## src/alr_pkg.sv

```systemverilog
// Package of offsets, reset values, field positions and scaling for the alert limit register bank
package alr_pkg;
   // Register port geometry
   localparam int ADDR_W = 6;
   localparam int DATA_W = 16;

   // Register offsets
   localparam logic [ADDR_W-1:0] OFS_SHUNT_OVER   = 6'h0C;
   localparam logic [ADDR_W-1:0] OFS_SHUNT_UNDER  = 6'h0D;
   localparam logic [ADDR_W-1:0] OFS_BUS_OVER     = 6'h0E;
   localparam logic [ADDR_W-1:0] OFS_BUS_UNDER    = 6'h0F;
   localparam logic [ADDR_W-1:0] OFS_TEMP_OVER    = 6'h10;
   localparam logic [ADDR_W-1:0] OFS_POWER_OVER   = 6'h11;
   localparam logic [ADDR_W-1:0] OFS_MAKER_ID     = 6'h3E;
   localparam logic [ADDR_W-1:0] OFS_PART_REVISION_CODE_FIELD  = 6'h3F;

   // Reset values
   localparam logic [15:0] RST_SHUNT_OVER  = 16'h7FFF;
   localparam logic [15:0] RST_SHUNT_UNDER = 16'h8000;
   localparam logic [14:0] RST_BUS_OVER    = 15'h7FFF;
   localparam logic [14:0] RST_BUS_UNDER   = 15'h0000;
   localparam logic [15:0] RST_TEMP_OVER   = 16'h07FF;
   localparam logic [15:0] RST_POWER_OVER  = 16'hFFFF;

   // Field positions
   localparam int BUS_FIELD_MSB   = 14;
   localparam int DIE_FIELD_LSB   = 4;
   localparam int REV_FIELD_MSB   = 3;

   // Measurement result widths
   localparam int SHUNT_RES_W = 20;
   localparam int BUS_RES_W   = 20;
   localparam int TEMP_RES_W  = 16;
   localparam int POWER_RES_W = 24;

   // Threshold-to-result alignment shifts (threshold LSB / result LSB as power of two)
   localparam int SHUNT_SHIFT_WIDE   = 4;   // 5 uV over 312.5 nV
   localparam int SHUNT_SHIFT_NARROW = 4;   // 1.25 uV over 78.125 nV
   localparam int BUS_SHIFT          = 4;   // 3.125 mV over 195.3125 uV
   localparam int POWER_SHIFT        = 8;   // 256 power LSBs per count
endpackage
```

## src/alr_alert_flag.sv

```systemverilog
// One diagnostic flag: transparent, or latched and cleared by a flag register read
`timescale 1ns/100ps
module alr_alert_flag (
   // Clock and reset
   input  wire logic mclk_i,
   input  wire logic rst_i,
   // Event and control
   input  wire logic sample_i,
   input  wire logic hit_i,
   input  wire logic latch_i,
   input  wire logic read_clr_i,
   // Flag
   output logic      flag_o
);
   logic flag;
   logic next_flag;

   // Transparent follows each sample; latched sets and holds, a set beats a read clear
   always_comb begin
      next_flag = flag;
      if (!latch_i) begin
         if (sample_i) next_flag = hit_i;
      end else if (sample_i && hit_i) begin
         next_flag = 1'b1;
      end else if (read_clr_i) begin
         next_flag = 1'b0;
      end
   end

   // Flag register
   always_ff @(posedge mclk_i) begin
      if (rst_i) flag <= 1'b0;
      else       flag <= next_flag;
   end

   assign flag_o = flag;
endmodule

```

## src/alr_limit_bank.sv

```systemverilog
// Limit threshold and identification register bank with threshold comparison and flags
//
// Functional notes
// - Shunt over threshold, signed, reset 7FFF, compared.
// - Negative over threshold trips on zero shunt.
// - Shunt threshold LSB follows range select.
// - Shunt under threshold, signed, reset 8000, compared.
// - Bus over threshold, 15 unsigned bits, 7FFF.
// - Bus under threshold, 15 unsigned bits, zero.
// - Bus thresholds 3.125 mV, range independent.
// - Bus threshold bit 15 always reads zero.
// - Power over threshold unsigned, 256 LSBs each.
// - Maker code read only at 3E.
// - Die and revision codes at 3F.
// - Each crossing sets flag; latched cleared by read.
// - Range select chooses wide or narrow shunt range.
`timescale 1ns/100ps
module alr_limit_bank #(
   parameter logic [15:0] MAKER_CODE = 16'h4142,   // Arbitrary value
   parameter logic [11:0] DIE_CODE   = 12'hA5C,    // Arbitrary value
   parameter logic [3:0]  REV_CODE   = 4'h3        // Arbitrary value
) (
   // Clock and reset
   input  wire logic                         mclk_i,
   input  wire logic                         rst_i,
   // Register port from the serial interface
   input  wire logic [alr_pkg::ADDR_W-1:0]   reg_addr_i,
   input  wire logic                         reg_wr_i,
   input  wire logic [alr_pkg::DATA_W-1:0]   reg_wdata_i,
   input  wire logic                         reg_rd_i,
   output logic      [alr_pkg::DATA_W-1:0]   reg_rdata_o,
   output logic                              reg_rvalid_o,
   // Configuration and flag register controls
   input  wire logic                         shunt_range_select_i,
   input  wire logic                         alert_latch_select_i,
   input  wire logic                         flag_reg_read_i,
   // Measurement results
   input  wire logic [alr_pkg::SHUNT_RES_W-1:0] shunt_result_i,
   input  wire logic                            shunt_valid_i,
   input  wire logic [alr_pkg::BUS_RES_W-1:0]   bus_result_i,
   input  wire logic                            bus_valid_i,
   input  wire logic [alr_pkg::TEMP_RES_W-1:0]  die_temperature_result_i,
   input  wire logic                            temp_valid_i,
   input  wire logic [alr_pkg::POWER_RES_W-1:0] power_result_i,
   input  wire logic                            power_valid_i,
   // Diagnostic flags
   output logic                              shunt_over_flag_o,
   output logic                              shunt_under_flag_o,
   output logic                              bus_over_flag_o,
   output logic                              bus_under_flag_o,
   output logic                              temperature_over_flag_o,
   output logic                              power_over_flag_o
);
   import alr_pkg::*;

   logic [15:0]           shunt_over_threshold;
   logic [15:0]           shunt_under_threshold;
   logic [14:0]           bus_over_threshold;
   logic [14:0]           bus_under_threshold;
   logic [15:0]           temperature_over_threshold;
   logic [15:0]           power_over_threshold;
   logic [15:0]           next_shunt_over;
   logic [15:0]           next_shunt_under;
   logic [14:0]           next_bus_over;
   logic [14:0]           next_bus_under;
   logic [15:0]           next_temp_over;
   logic [15:0]           next_power_over;
   logic [DATA_W-1:0]     rdata;
   logic                  rvalid;
   logic [DATA_W-1:0]     next_rdata;
   logic [SHUNT_RES_W-1:0] shunt_over_ext;
   logic [SHUNT_RES_W-1:0] shunt_under_ext;
   logic [BUS_RES_W-1:0]   bus_over_ext;
   logic [BUS_RES_W-1:0]   bus_under_ext;
   logic [POWER_RES_W-1:0] power_over_ext;
   logic                  shunt_above;
   logic                  shunt_below;
   logic                  bus_above;
   logic                  bus_below;
   logic                  temp_above;
   logic                  power_above;

   // Threshold writes; identification registers ignore writes
   always_comb begin
      next_shunt_over  = shunt_over_threshold;
      next_shunt_under = shunt_under_threshold;
      next_bus_over    = bus_over_threshold;
      next_bus_under   = bus_under_threshold;
      next_temp_over   = temperature_over_threshold;
      next_power_over  = power_over_threshold;
      if (reg_wr_i) begin
         unique case (reg_addr_i)
            OFS_SHUNT_OVER:  next_shunt_over  = reg_wdata_i;
            OFS_SHUNT_UNDER: next_shunt_under = reg_wdata_i;
            OFS_BUS_OVER:    next_bus_over    = reg_wdata_i[BUS_FIELD_MSB:0];
            OFS_BUS_UNDER:   next_bus_under   = reg_wdata_i[BUS_FIELD_MSB:0];
            OFS_TEMP_OVER:   next_temp_over   = reg_wdata_i;
            OFS_POWER_OVER:  next_power_over  = reg_wdata_i;
            default: ;
         endcase
      end
   end

   // Threshold registers with documented reset values
   always_ff @(posedge mclk_i) begin
      if (rst_i) begin
         shunt_over_threshold       <= RST_SHUNT_OVER;
         shunt_under_threshold      <= RST_SHUNT_UNDER;
         bus_over_threshold         <= RST_BUS_OVER;
         bus_under_threshold        <= RST_BUS_UNDER;
         temperature_over_threshold <= RST_TEMP_OVER;
         power_over_threshold       <= RST_POWER_OVER;
      end else begin
         shunt_over_threshold       <= next_shunt_over;
         shunt_under_threshold      <= next_shunt_under;
         bus_over_threshold         <= next_bus_over;
         bus_under_threshold        <= next_bus_under;
         temperature_over_threshold <= next_temp_over;
         power_over_threshold       <= next_power_over;
      end
   end

   // Read mux; unmapped offsets read zero
   always_comb begin
      next_rdata = '0;
      unique case (reg_addr_i)
         OFS_SHUNT_OVER:  next_rdata = shunt_over_threshold;
         OFS_SHUNT_UNDER: next_rdata = shunt_under_threshold;
         OFS_BUS_OVER:    next_rdata = {1'b0, bus_over_threshold};
         OFS_BUS_UNDER:   next_rdata = {1'b0, bus_under_threshold};
         OFS_TEMP_OVER:   next_rdata = temperature_over_threshold;
         OFS_POWER_OVER:  next_rdata = power_over_threshold;
         OFS_MAKER_ID:    next_rdata = MAKER_CODE;
         OFS_PART_REVISION_CODE_FIELD: next_rdata = {DIE_CODE, REV_CODE};
         default:         next_rdata = '0;
      endcase
      if (!reg_rd_i) next_rdata = rdata;
   end

   // Read data register, one cycle after the read strobe
   always_ff @(posedge mclk_i) begin
      if (rst_i) begin
         rdata  <= '0;
         rvalid <= 1'b0;
      end else begin
         rdata  <= next_rdata;
         rvalid <= reg_rd_i;
      end
   end

   assign reg_rdata_o  = rdata;
   assign reg_rvalid_o = rvalid;

   // Align thresholds to result LSBs; shunt scale picked by range select
   always_comb begin
      if (shunt_range_select_i) begin
         shunt_over_ext  = SHUNT_RES_W'($signed(shunt_over_threshold)) <<< SHUNT_SHIFT_NARROW;
         shunt_under_ext = SHUNT_RES_W'($signed(shunt_under_threshold)) <<< SHUNT_SHIFT_NARROW;
      end else begin
         shunt_over_ext  = SHUNT_RES_W'($signed(shunt_over_threshold)) <<< SHUNT_SHIFT_WIDE;
         shunt_under_ext = SHUNT_RES_W'($signed(shunt_under_threshold)) <<< SHUNT_SHIFT_WIDE;
      end
      bus_over_ext   = BUS_RES_W'(bus_over_threshold) << BUS_SHIFT;
      bus_under_ext  = BUS_RES_W'(bus_under_threshold) << BUS_SHIFT;
      power_over_ext = POWER_RES_W'(power_over_threshold) << POWER_SHIFT;
   end

   // Strict comparators, signedness per quantity
   alr_limit_cmp #(.W(SHUNT_RES_W), .SIGNED(1'b1)) u_cmp_shunt_over (
      .result_i    (shunt_result_i),
      .threshold_i (shunt_over_ext),
      .above_o     (shunt_above),
      .below_o     ()
   );
   alr_limit_cmp #(.W(SHUNT_RES_W), .SIGNED(1'b1)) u_cmp_shunt_under (
      .result_i    (shunt_result_i),
      .threshold_i (shunt_under_ext),
      .above_o     (),
      .below_o     (shunt_below)
   );
   alr_limit_cmp #(.W(BUS_RES_W), .SIGNED(1'b0)) u_cmp_bus_over (
      .result_i    (bus_result_i),
      .threshold_i (bus_over_ext),
      .above_o     (bus_above),
      .below_o     ()
   );
   alr_limit_cmp #(.W(BUS_RES_W), .SIGNED(1'b0)) u_cmp_bus_under (
      .result_i    (bus_result_i),
      .threshold_i (bus_under_ext),
      .above_o     (),
      .below_o     (bus_below)
   );
   alr_limit_cmp #(.W(TEMP_RES_W), .SIGNED(1'b1)) u_cmp_temp (
      .result_i    (die_temperature_result_i),
      .threshold_i (temperature_over_threshold),
      .above_o     (temp_above),
      .below_o     ()
   );
   alr_limit_cmp #(.W(POWER_RES_W), .SIGNED(1'b0)) u_cmp_power (
      .result_i    (power_result_i),
      .threshold_i (power_over_ext),
      .above_o     (power_above),
      .below_o     ()
   );

   // Flags sampled on each new result of the matching kind
   alr_alert_flag u_flag_shunt_over (
      .mclk_i (mclk_i), .rst_i (rst_i), .sample_i (shunt_valid_i), .hit_i (shunt_above),
      .latch_i (alert_latch_select_i), .read_clr_i (flag_reg_read_i), .flag_o (shunt_over_flag_o)
   );
   alr_alert_flag u_flag_shunt_under (
      .mclk_i (mclk_i), .rst_i (rst_i), .sample_i (shunt_valid_i), .hit_i (shunt_below),
      .latch_i (alert_latch_select_i), .read_clr_i (flag_reg_read_i), .flag_o (shunt_under_flag_o)
   );
   alr_alert_flag u_flag_bus_over (
      .mclk_i (mclk_i), .rst_i (rst_i), .sample_i (bus_valid_i), .hit_i (bus_above),
      .latch_i (alert_latch_select_i), .read_clr_i (flag_reg_read_i), .flag_o (bus_over_flag_o)
   );
   alr_alert_flag u_flag_bus_under (
      .mclk_i (mclk_i), .rst_i (rst_i), .sample_i (bus_valid_i), .hit_i (bus_below),
      .latch_i (alert_latch_select_i), .read_clr_i (flag_reg_read_i), .flag_o (bus_under_flag_o)
   );
   alr_alert_flag u_flag_temp_over (
      .mclk_i (mclk_i), .rst_i (rst_i), .sample_i (temp_valid_i), .hit_i (temp_above),
      .latch_i (alert_latch_select_i), .read_clr_i (flag_reg_read_i), .flag_o (temperature_over_flag_o)
   );
   alr_alert_flag u_flag_power_over (
      .mclk_i (mclk_i), .rst_i (rst_i), .sample_i (power_valid_i), .hit_i (power_above),
      .latch_i (alert_latch_select_i), .read_clr_i (flag_reg_read_i), .flag_o (power_over_flag_o)
   );
endmodule

```

## src/alr_limit_cmp.sv

```systemverilog
// Strict greater/less comparator of a measurement result against an aligned threshold
`timescale 1ns/100ps
module alr_limit_cmp #(
   parameter int W      = 20,
   parameter bit SIGNED = 1'b1
) (
   // Operands
   input  wire logic [W-1:0] result_i,
   input  wire logic [W-1:0] threshold_i,
   // Outcomes
   output logic              above_o,
   output logic              below_o
);
   // Signed or unsigned strict compare
   always_comb begin
      if (SIGNED) begin
         above_o = $signed(result_i) > $signed(threshold_i);
         below_o = $signed(result_i) < $signed(threshold_i);
      end else begin
         above_o = result_i > threshold_i;
         below_o = result_i < threshold_i;
      end
   end
endmodule

```

## config.mk

```make
export PLATFORM = sky130hd
export DESIGN_NAME = alr_limit_bank
export DESIGN_NICKNAME = d
export VERILOG_FILES = /design/src/alr_pkg.sv /design/src/alr_alert_flag.sv /design/src/alr_limit_bank.sv /design/src/alr_limit_cmp.sv
export SDC_FILE = /design/constraint.sdc
export NUM_CORES = 1
export LEC_CHECK = 0
export BUFFER_PORTS_ARGS = -buffer_cell sky130_fd_sc_hd__buf_2
export CAP_MARGIN = 25
export CORE_ASPECT_RATIO = 1.75
export CORE_MARGIN = 1
export CORE_UTILIZATION = 49
export DETAILED_ROUTE_END_ITERATION = 12
export GPL_TIMING_DRIVEN = 0
export PLACE_DENSITY = 0.8
export SYNTH_ARGS = -nofsm -noshare
export SYNTH_HDL_FRONTEND = slang
export SYNTH_SLANG_ARGS = --single-unit
export TNS_END_PERCENT = 100
```

## constraint.sdc

```tcl
create_clock -name mclk_i -period 2.61 [get_ports mclk_i]
set_input_delay 0.1305 -clock mclk_i [delete_from_list [all_inputs] [get_ports mclk_i]]
set_output_delay 0.1305 -clock mclk_i [all_outputs]
set_load 0.1 [all_outputs]
```

==> results of run 1 <==
## power breakdown
group | total (mW) | internal, mW | switching, mW | leakage, nW
clock network | 2.27 | 1.44 | 0.833 | 0.282
logic | 0.534 | 0.197 | 0.336 | 3.21
registers | 1.82 | 1.80 | 0.0128 | 0.946
## path summary, 6_finish.rpt
kind	to	slack (ns)	cells past startpoint
setup / recovery	u_flag_temp_over.flag_o$_SDFFE_PP0P_	0.23	7
hold / removal	u_flag_temp_over.flag_o$_SDFFE_PP0P_	0.04	4
setup reg to reg	u_flag_temp_over.flag_o$_SDFFE_PP0P_	0.23	7
hold reg to reg	reg_rdata_o[12]$_SDFFE_PP0P_	0.45	2
## per-layer routing
metal  up-vias  part of all wire
met5         -                 0
met4         0             0.089
met3       112             0.072
met2       408              0.48
met1      3545              0.36
li1       3567                 -
## area by class of cell
cell class              instances  area, um^2  area share
clock inverters                10         106      0.0120
flip-flops and latches        117        2340       0.264
repair buffers                132         661      0.0744
clock buffers                  21         460      0.0518
well taps                     183         229      0.0258
plain buffers                  44         214      0.0241
inverters                      97         364      0.0410
multi-input cells             663        4510       0.507
## worst reg2reg max path: cells and delay by family (launching register included)
| kind | cells | cell delay, ns |
|---|---|---|
| flops | 1 | 0.34 |
| compound gates | 3 | 0.80 |
| buf+inv | 1 | 0.07 |
| fa+ha+maj | 1 | 0.29 |
| simple gates | 2 | 0.76 |
## cell families (layout without fill, tap and decap cells)
logic type / Yosys count / in the layout
DFF: 117 / 117
and+or+nand+nor: 352 / 352
muxes: 24 / 24
adders and majority gates: 92 / 92
AOI/OAI and AO/OA: 195 / 195
buffers and inverters: 141 / 304
## per-stage QoR
| stage | std cells | power, mW | util | hold WS, ns | setup slack (ns) |
|---|---|---|---|---|---|
| finish | 1267 | 4.62 | 0.599 | 0.0394 | 0.233 |
| global route | 1267 | 4.73 | 0.599 | 0.0502 | 0.151 |
| CTS | 1267 | 4.60 | 0.599 | 0.0297 | 0.270 |
| detailed placement | 1236 | 2.38 | 0.561 | 0.448 | 0.293 |
| global placement | 1236 | 2.37 | 0.561 | 0.438 | 0.312 |
| floorplan | 921 | 2.14 | - | 0.248 | 0.440 |
## state kept, by name, indices dropped and copies added (netlist names), 15 cells and up
signal and flops:
bus_over_threshold 15, bus_under_threshold 15, power_over_threshold 16, reg_rdata_o 16, shunt_over_threshold 16, shunt_under_threshold 16, temperature_over_threshold 16
## cells in the mapped netlist (all sizes together) (3+ instances only)
cell type,instances
a2111oi,4
a211o,15
a211oi,10
a21o,10
a21oi,64
a221oi,13
a22oi,5
a31oi,4
a32oi,4
and2,3
and3,6
and4,4
buf,14
clkbuf,30
dfxtp,117
ha,92
inv,97
mux2i,24
nand2,185
nand2b,10
nand3,25
nand3b,49
nand4,10
nor2,23
nor2b,11
nor3,7
nor4,6
nor4b,3
o211ai,6
o21a,4
o21ai,21
o221ai,3
o22ai,7
o2bb2ai,3
o31ai,3
or4b,3
==> metrics.log, run 1 <==
INFO  metric yosys_most_used_dff = sky130_fd_sc_hd__dfxtp_1
INFO  metric die_area = 0.0157 mm^2
INFO  metric postPlaceCellArea = 0.00832 mm^2
INFO  metric track_usage = 0.326
INFO  metric hold_class = in -> reg
INFO  metric violation_count_after_the_first_detailed_route_iteration = 640
INFO  metric gp_congestion = 0.986
INFO  metric worstPathBufferInverterCount = 1
INFO  metric core_area = 0.0148 mm^2
INFO  metric post_drt_wl_per_cell = 19.6 um
INFO  metric htreeDepth = 4
INFO  metric cp-end-kind = flip-flop
INFO  metric hpwlAfterDp = 19,800 um
INFO  metric antenna_left = 0
INFO  metric fp.dieW = 95.1 um
INFO  metric critPathLaunch = temperature_over_threshold[5]$_SDFFE_PP1P_
INFO  metric max_cap_viol_count = 0
INFO  metric tritoncts = yes
INFO  metric final_hold_viol_count = 0
INFO  metric vias_per_cell = 6.02
INFO  metric worst_path_max_delay_cell = sky130_fd_sc_hd__or4b_2
INFO  metric post_synth_inst_count = 921
INFO  metric place.port_buffers = 132
INFO  metric commonest_non_fill_non_tap_cells_in_the_layout = sky130_fd_sc_hd__nand2_1, sky130_fd_sc_hd__buf_2, sky130_fd_sc_hd__dfxtp_1
INFO  metric worst-slew-pin-transition = 0.935 ns
INFO  metric synth_edf_count = 0
INFO  metric drt_wl_total = 24,800 um
INFO  metric synth-xor-area-share = 0
INFO  metric start_kind = flip-flop
INFO  metric dieHeight = 165 um
INFO  metric combinational_family_with_the_most_area_after_synthesis = simple AND/OR/NAND/NOR gates
INFO  metric global_route.peak_usage_layer = met2
INFO  metric synth_seq_area_share = 0.315
INFO  metric timing.critical_path.max_delay_family = compound AO/OA/AOI/OAI gates
INFO  metric grt_start_max_net_pins = 17
INFO  metric antenna-diode-count = 0
INFO  metric commonest_non_fill_non_tap_cell_in_the_layout = sky130_fd_sc_hd__nand2_1
INFO  metric nFillCells = 1,348
INFO  metric fraction_of_layout_cells_with_a_size_suffix_above_1 = 0.172
INFO  metric groute.layer.met2.usage = 0.549
INFO  metric status = completed
INFO  metric setup_viol_count_final = 0
INFO  metric grt.met3_usage = 0.0552
INFO  metric antenna_found_initial = 0
INFO  metric period_needed = 2.38 ns
INFO  metric synthesis.nets = 1,126
INFO  metric num_io_pins = 136
INFO  metric synth_area_leader_cell = sky130_fd_sc_hd__dfxtp_1
INFO  metric cts_buffer_depth = 2
INFO  metric timing.clock.skew = 0.00770 ns
INFO  metric max_freq = 0.421 GHz
INFO  metric dr_total_vias = 7,632
INFO  metric post_synth_num_cell_types = 66
INFO  metric post_synth_and_or_nand_nor_area_fraction = 0.242
INFO  metric overflow = 0
INFO  metric post_synth_instance_area = 0.00743 mm^2
INFO  metric hold_path.startpoint = temp_valid_i
INFO  metric path_class = reg -> reg
INFO  metric number_of_warnings_printed_during_yosys_synthesis = 0
INFO  metric arrival = 2.67 ns
INFO  metric grt_first_pass_wirelength = 37,500 um
INFO  metric post-route-period-util = 0.911
INFO  metric irDropWorstVdd = 0.373 mV
INFO  metric setup_total_negative_slack = 0 ns
INFO  metric muxShareOfSynthArea = 0.0323
INFO  metric postCtsSetupRepairBufs = 0
INFO  metric cts_hold_buffers = 0
INFO  metric drt_pass1_iterations = 5
INFO  metric synthesized_area_fraction_occupied_by_ao_oa_aoi_and_oai_cells = 0.178
INFO  metric biggest_area_contributors_in_the_synthesized_netlist = sky130_fd_sc_hd__dfxtp_1, sky130_fd_sc_hd__ha_1, sky130_fd_sc_hd__nand2_1
INFO  metric crit_path_max_incr_delay = 0.67 ns
INFO  metric global_route.usage.met1 = 0.354
INFO  metric cp_max_fo = 2
INFO  metric asr_flop_ratio_synth = 0
INFO  metric area_growth_from_synthesis_to_final_layout = 19.6%
INFO  metric timing.critical_path.cells = inv_1, ha_1, a211oi_1, nor2_1, or4b_2, a2111oi_0, o21ai_0
INFO  metric initial_utilization = 0.501
INFO  metric drc_errors = 0
INFO  metric critical_path.reg2reg.startpoint = temperature_over_threshold[5]$_SDFFE_PP1P_
INFO  metric setup_repair_after_global_routing_missed_its_margin = false
INFO  metric finish.net_count = 1,277
INFO  metric clock-root-buffer = sky130_fd_sc_hd__clkbuf_16
INFO  metric p_leak = 4.44 nW
INFO  metric number_of_global_route_vias_before_repair = 7,180
INFO  metric finish.instance_area = 0.00888 mm^2
INFO  metric worst_skew_pair_later_pin_latency = 0.42 ns
INFO  metric synth_adder_area_share = 0.155
INFO  metric timing.critical_path.required = 2.90 ns
INFO  metric post_cts.resized_instances = 0
INFO  metric clkSinkCount = 117
INFO  metric synth.ff_latch_count = 117
INFO  metric cts_made_buffers = 17
INFO  metric max_slew_margin = 0.372
INFO  metric post-synth-top-area-fraction = 0.315
INFO  metric clk_pin_slew = 0.06 ns
INFO  metric syn_avg_cell_area = 8.06 um^2
INFO  metric placement_rows = 59
INFO  metric power_density = 520 mW/mm^2
INFO  metric timing.final.max_slew_violations = 0
Power figures use the tool's default switching activity.
==> run 2, diff against run 1 <==
--- a/config.mk
+++ b/config.mk
@@ -13,6 +13,7 @@
 export DETAILED_ROUTE_END_ITERATION = 12
 export GPL_TIMING_DRIVEN = 0
 export PLACE_DENSITY = 0.8
+export REMOVE_ABC_BUFFERS = 1
 export SYNTH_ARGS = -nofsm -noshare
 export SYNTH_HDL_FRONTEND = slang
 export SYNTH_SLANG_ARGS = --single-unit
==> metrics.log, run 2 (synthesis results as in run 1) <==
INFO  metric path_class = reg -> reg
INFO  metric overflow = 0 (unchanged)
INFO  metric timing.clock.skew = 0.00489 ns (-0.00281 ns)
INFO  metric cp_max_fo = 2 (unchanged)
INFO  metric clkSinkCount = 117 (unchanged)
INFO  metric track_usage = 0.302 (-0.0242)
INFO  metric die_area = 0.0157 mm^2 (unchanged)
INFO  metric hold_class = in -> reg
INFO  metric rr_worst_depth = 7 (unchanged)
INFO  metric final_hold_viol_count = 0 (unchanged)
INFO  metric timing.final.max_slew_violations = 0 (unchanged)
INFO  metric crit_path_max_incr_delay = 0.68 ns (about the same)
INFO  metric gp_congestion = 0.961 (-2.5%)
INFO  metric place.port_buffers = 134 (+1.5%)
INFO  metric vias_per_cell = 6.05 (+0.47%)
INFO  metric tritoncts = yes
INFO  metric initial_utilization = 0.501 (unchanged)
INFO  metric commonest_non_fill_non_tap_cell_in_the_layout = sky130_fd_sc_hd__nand2_1
INFO  metric arrival = 2.73 ns (+0.06 ns)
INFO  metric max_freq = 0.410 GHz (-2.5%)
INFO  metric irDropWorstVdd = 0.474 mV (+27%)
INFO  metric drt_pass1_iterations = 9 (+4)
INFO  metric postLayoutSetupSlackWorst = 0.172 ns (-0.0608 ns)
INFO  metric start_kind = flip-flop
INFO  metric worst-slew-pin-transition = 0.922 ns (-0.0137 ns)
INFO  metric timing.critical_path.cells = inv_1, ha_1, a211oi_1, nor2_1, or4b_2, a2111oi_0, o21ai_0
INFO  metric crit_path_end = u_flag_temp_over.flag_o$_SDFFE_PP0P_
INFO  metric grt_first_pass_wirelength = 35,400 um (-5.6%)
INFO  metric status = completed
INFO  metric fraction_of_layout_cells_with_a_size_suffix_above_1 = 0.173 (+0.00112)
INFO  metric antenna_found_initial = 1 (+1)
INFO  metric r2r_end = u_flag_temp_over.flag_o$_SDFFE_PP0P_
INFO  metric area_growth_from_synthesis_to_final_layout = 18.7%
INFO  metric max_slew_margin = 0.381 (+0.00923)
INFO  metric place_ws = -0.0125 ns (-0.306 ns)
INFO  metric post-route-period-util = 0.934 (+0.0233)
INFO  metric r2r_setup_slack = 0.17 ns (-0.06 ns)
INFO  metric setup_viol_count_final = 0 (unchanged)
INFO  metric timing.critical_path.required = 2.90 ns (about the same)
INFO  metric p_leak = 4.39 nW (-1.1%)
INFO  metric drc_errors = 0 (unchanged)
INFO  metric number_of_global_route_vias_before_repair = 7,252 (+1.0%)
INFO  metric post_cts.resized_instances = 0 (unchanged)
INFO  metric cp-end-kind = flip-flop
INFO  metric finish.net_count = 1,242 (-2.7%)
INFO  metric fin_total_pwr = 4.73 mW (+2.4%)
INFO  metric grt_start_max_net_pins = 106 (+89)
INFO  metric core_area = 0.0148 mm^2 (unchanged)
INFO  metric post_drt_wl_per_cell = 18.9 um (-3.6%)
INFO  metric violation_count_after_the_first_detailed_route_iteration = 861 (+35%)
INFO  metric power_density = 537 mW/mm^2 (+3.2%)
INFO  metric critPathLaunch = temperature_over_threshold[5]$_SDFFE_PP1P_
INFO  metric postCtsSetupRepairBufs = 0 (unchanged)
INFO  metric max_cap_viol_count = 0 (unchanged)
INFO  metric critical_path.reg2reg.startpoint = temperature_over_threshold[5]$_SDFFE_PP1P_
INFO  metric worst_skew_pair_later_pin_latency = 0.42 ns (about the same)
INFO  metric antenna_left = 0 (unchanged)
INFO  metric hold_path.startpoint = bus_valid_i
INFO  metric placement_rows = 59 (unchanged)
INFO  metric num_io_pins = 136 (unchanged)
INFO  metric dieHeight = 165 um (unchanged)
INFO  metric cts_buffer_depth = 2 (unchanged)
INFO  metric clk_pin_slew = 0.06 ns (about the same)
INFO  metric cts_made_buffers = 17 (unchanged)
INFO  metric htreeDepth = 4 (unchanged)
INFO  metric cts_hold_buffers = 1 (+1)
INFO  metric drt_wl_total = 23,300 um (-6.3%)
INFO  metric fp.dieW = 95.1 um (unchanged)
INFO  metric setup_repair_after_global_routing_missed_its_margin = false
INFO  metric clock-root-buffer = sky130_fd_sc_hd__clkbuf_16
INFO  metric worst_path_max_delay_cell = sky130_fd_sc_hd__or4b_2
INFO  metric dr_total_vias = 7,456 (-2.3%)
INFO  metric commonest_non_fill_non_tap_cells_in_the_layout = sky130_fd_sc_hd__nand2_1, sky130_fd_sc_hd__buf_2, sky130_fd_sc_hd__dfxtp_1
INFO  metric period_needed = 2.44 ns (+0.0608 ns)
INFO  metric hpwlAfterDp = 17,400 um (-12%)
-- run 2: per-layer routing --
metal  GRT usage  part of all wire  vias up
met4       0.225             0.075        0
met5           0                 0        -
met3      0.0663             0.072      126
met2       0.513              0.49      401
li1            -                 -     3487
met1       0.318              0.36     3442
-- run 2: power by group --
part	switching, mW	total (mW)	leakage [nW]	internal, mW
combinational	0.317	0.515	3.16	0.198
sequential	0.0114	1.81	0.946	1.80
clock	0.844	2.40	0.287	1.56
-- run 2: final cells by class --
| cell class | count | area (um^2) |
|---|---|---|
| inverter | 97 | 364 |
| clock buffer | 21 | 470 |
| tap | 183 | 229 |
| multi-input combinational | 663 | 4510 |
| clock inverter | 9 | 128 |
| timing repair buffer | 141 | 767 |
| fill | 1301 | 6020 |
| sequential | 117 | 2340 |
| antenna | 1 | 2.50 |
-- run 2: how the worst min path moves through the flow --
stage / to / slack [ns] / depth (start not counted)
global placement: power_over_threshold[15]$_SDFFE_PP1P_ / 0.41 / 3
finish: u_flag_bus_over.flag_o$_SDFFE_PP0P_ / 0.009 / 3
floorplan: bus_under_threshold[0]$_SDFFE_PP0P_ / 0.20 / 1
detailed placement: power_over_threshold[15]$_SDFFE_PP1P_ / 0.41 / 3
global route: u_flag_bus_over.flag_o$_SDFFE_PP0P_ / 0.02 / 3
CTS: u_flag_bus_over.flag_o$_SDFFE_PP0P_ / 0.006 / 3
-- run 2: critical path: cells and delay by family, from the launching register on --
family / cells / cell delay, ns
simple gates: 2 / 0.81
compound gates: 3 / 0.80
flops: 1 / 0.34
fa+ha+maj: 1 / 0.29
buf+inv: 1 / 0.06
-- run 2: stage by stage --
stage / utilization / TNS (ns) / hold slack [ns] / instances / area [um^2]
floorplan: - / -7.77 / 0.200 / 877 / 7210
global placement: 0.547 / -82.60 / 0.408 / 1194 / 8110
detailed placement: 0.552 / -0.0125 / 0.412 / 1199 / 8190
CTS: 0.593 / 0 / 0.00632 / 1230 / 8800
global route: 0.594 / 0 / 0.0155 / 1232 / 8810
finish: 0.594 / 0 / 0.00880 / 1232 / 8810
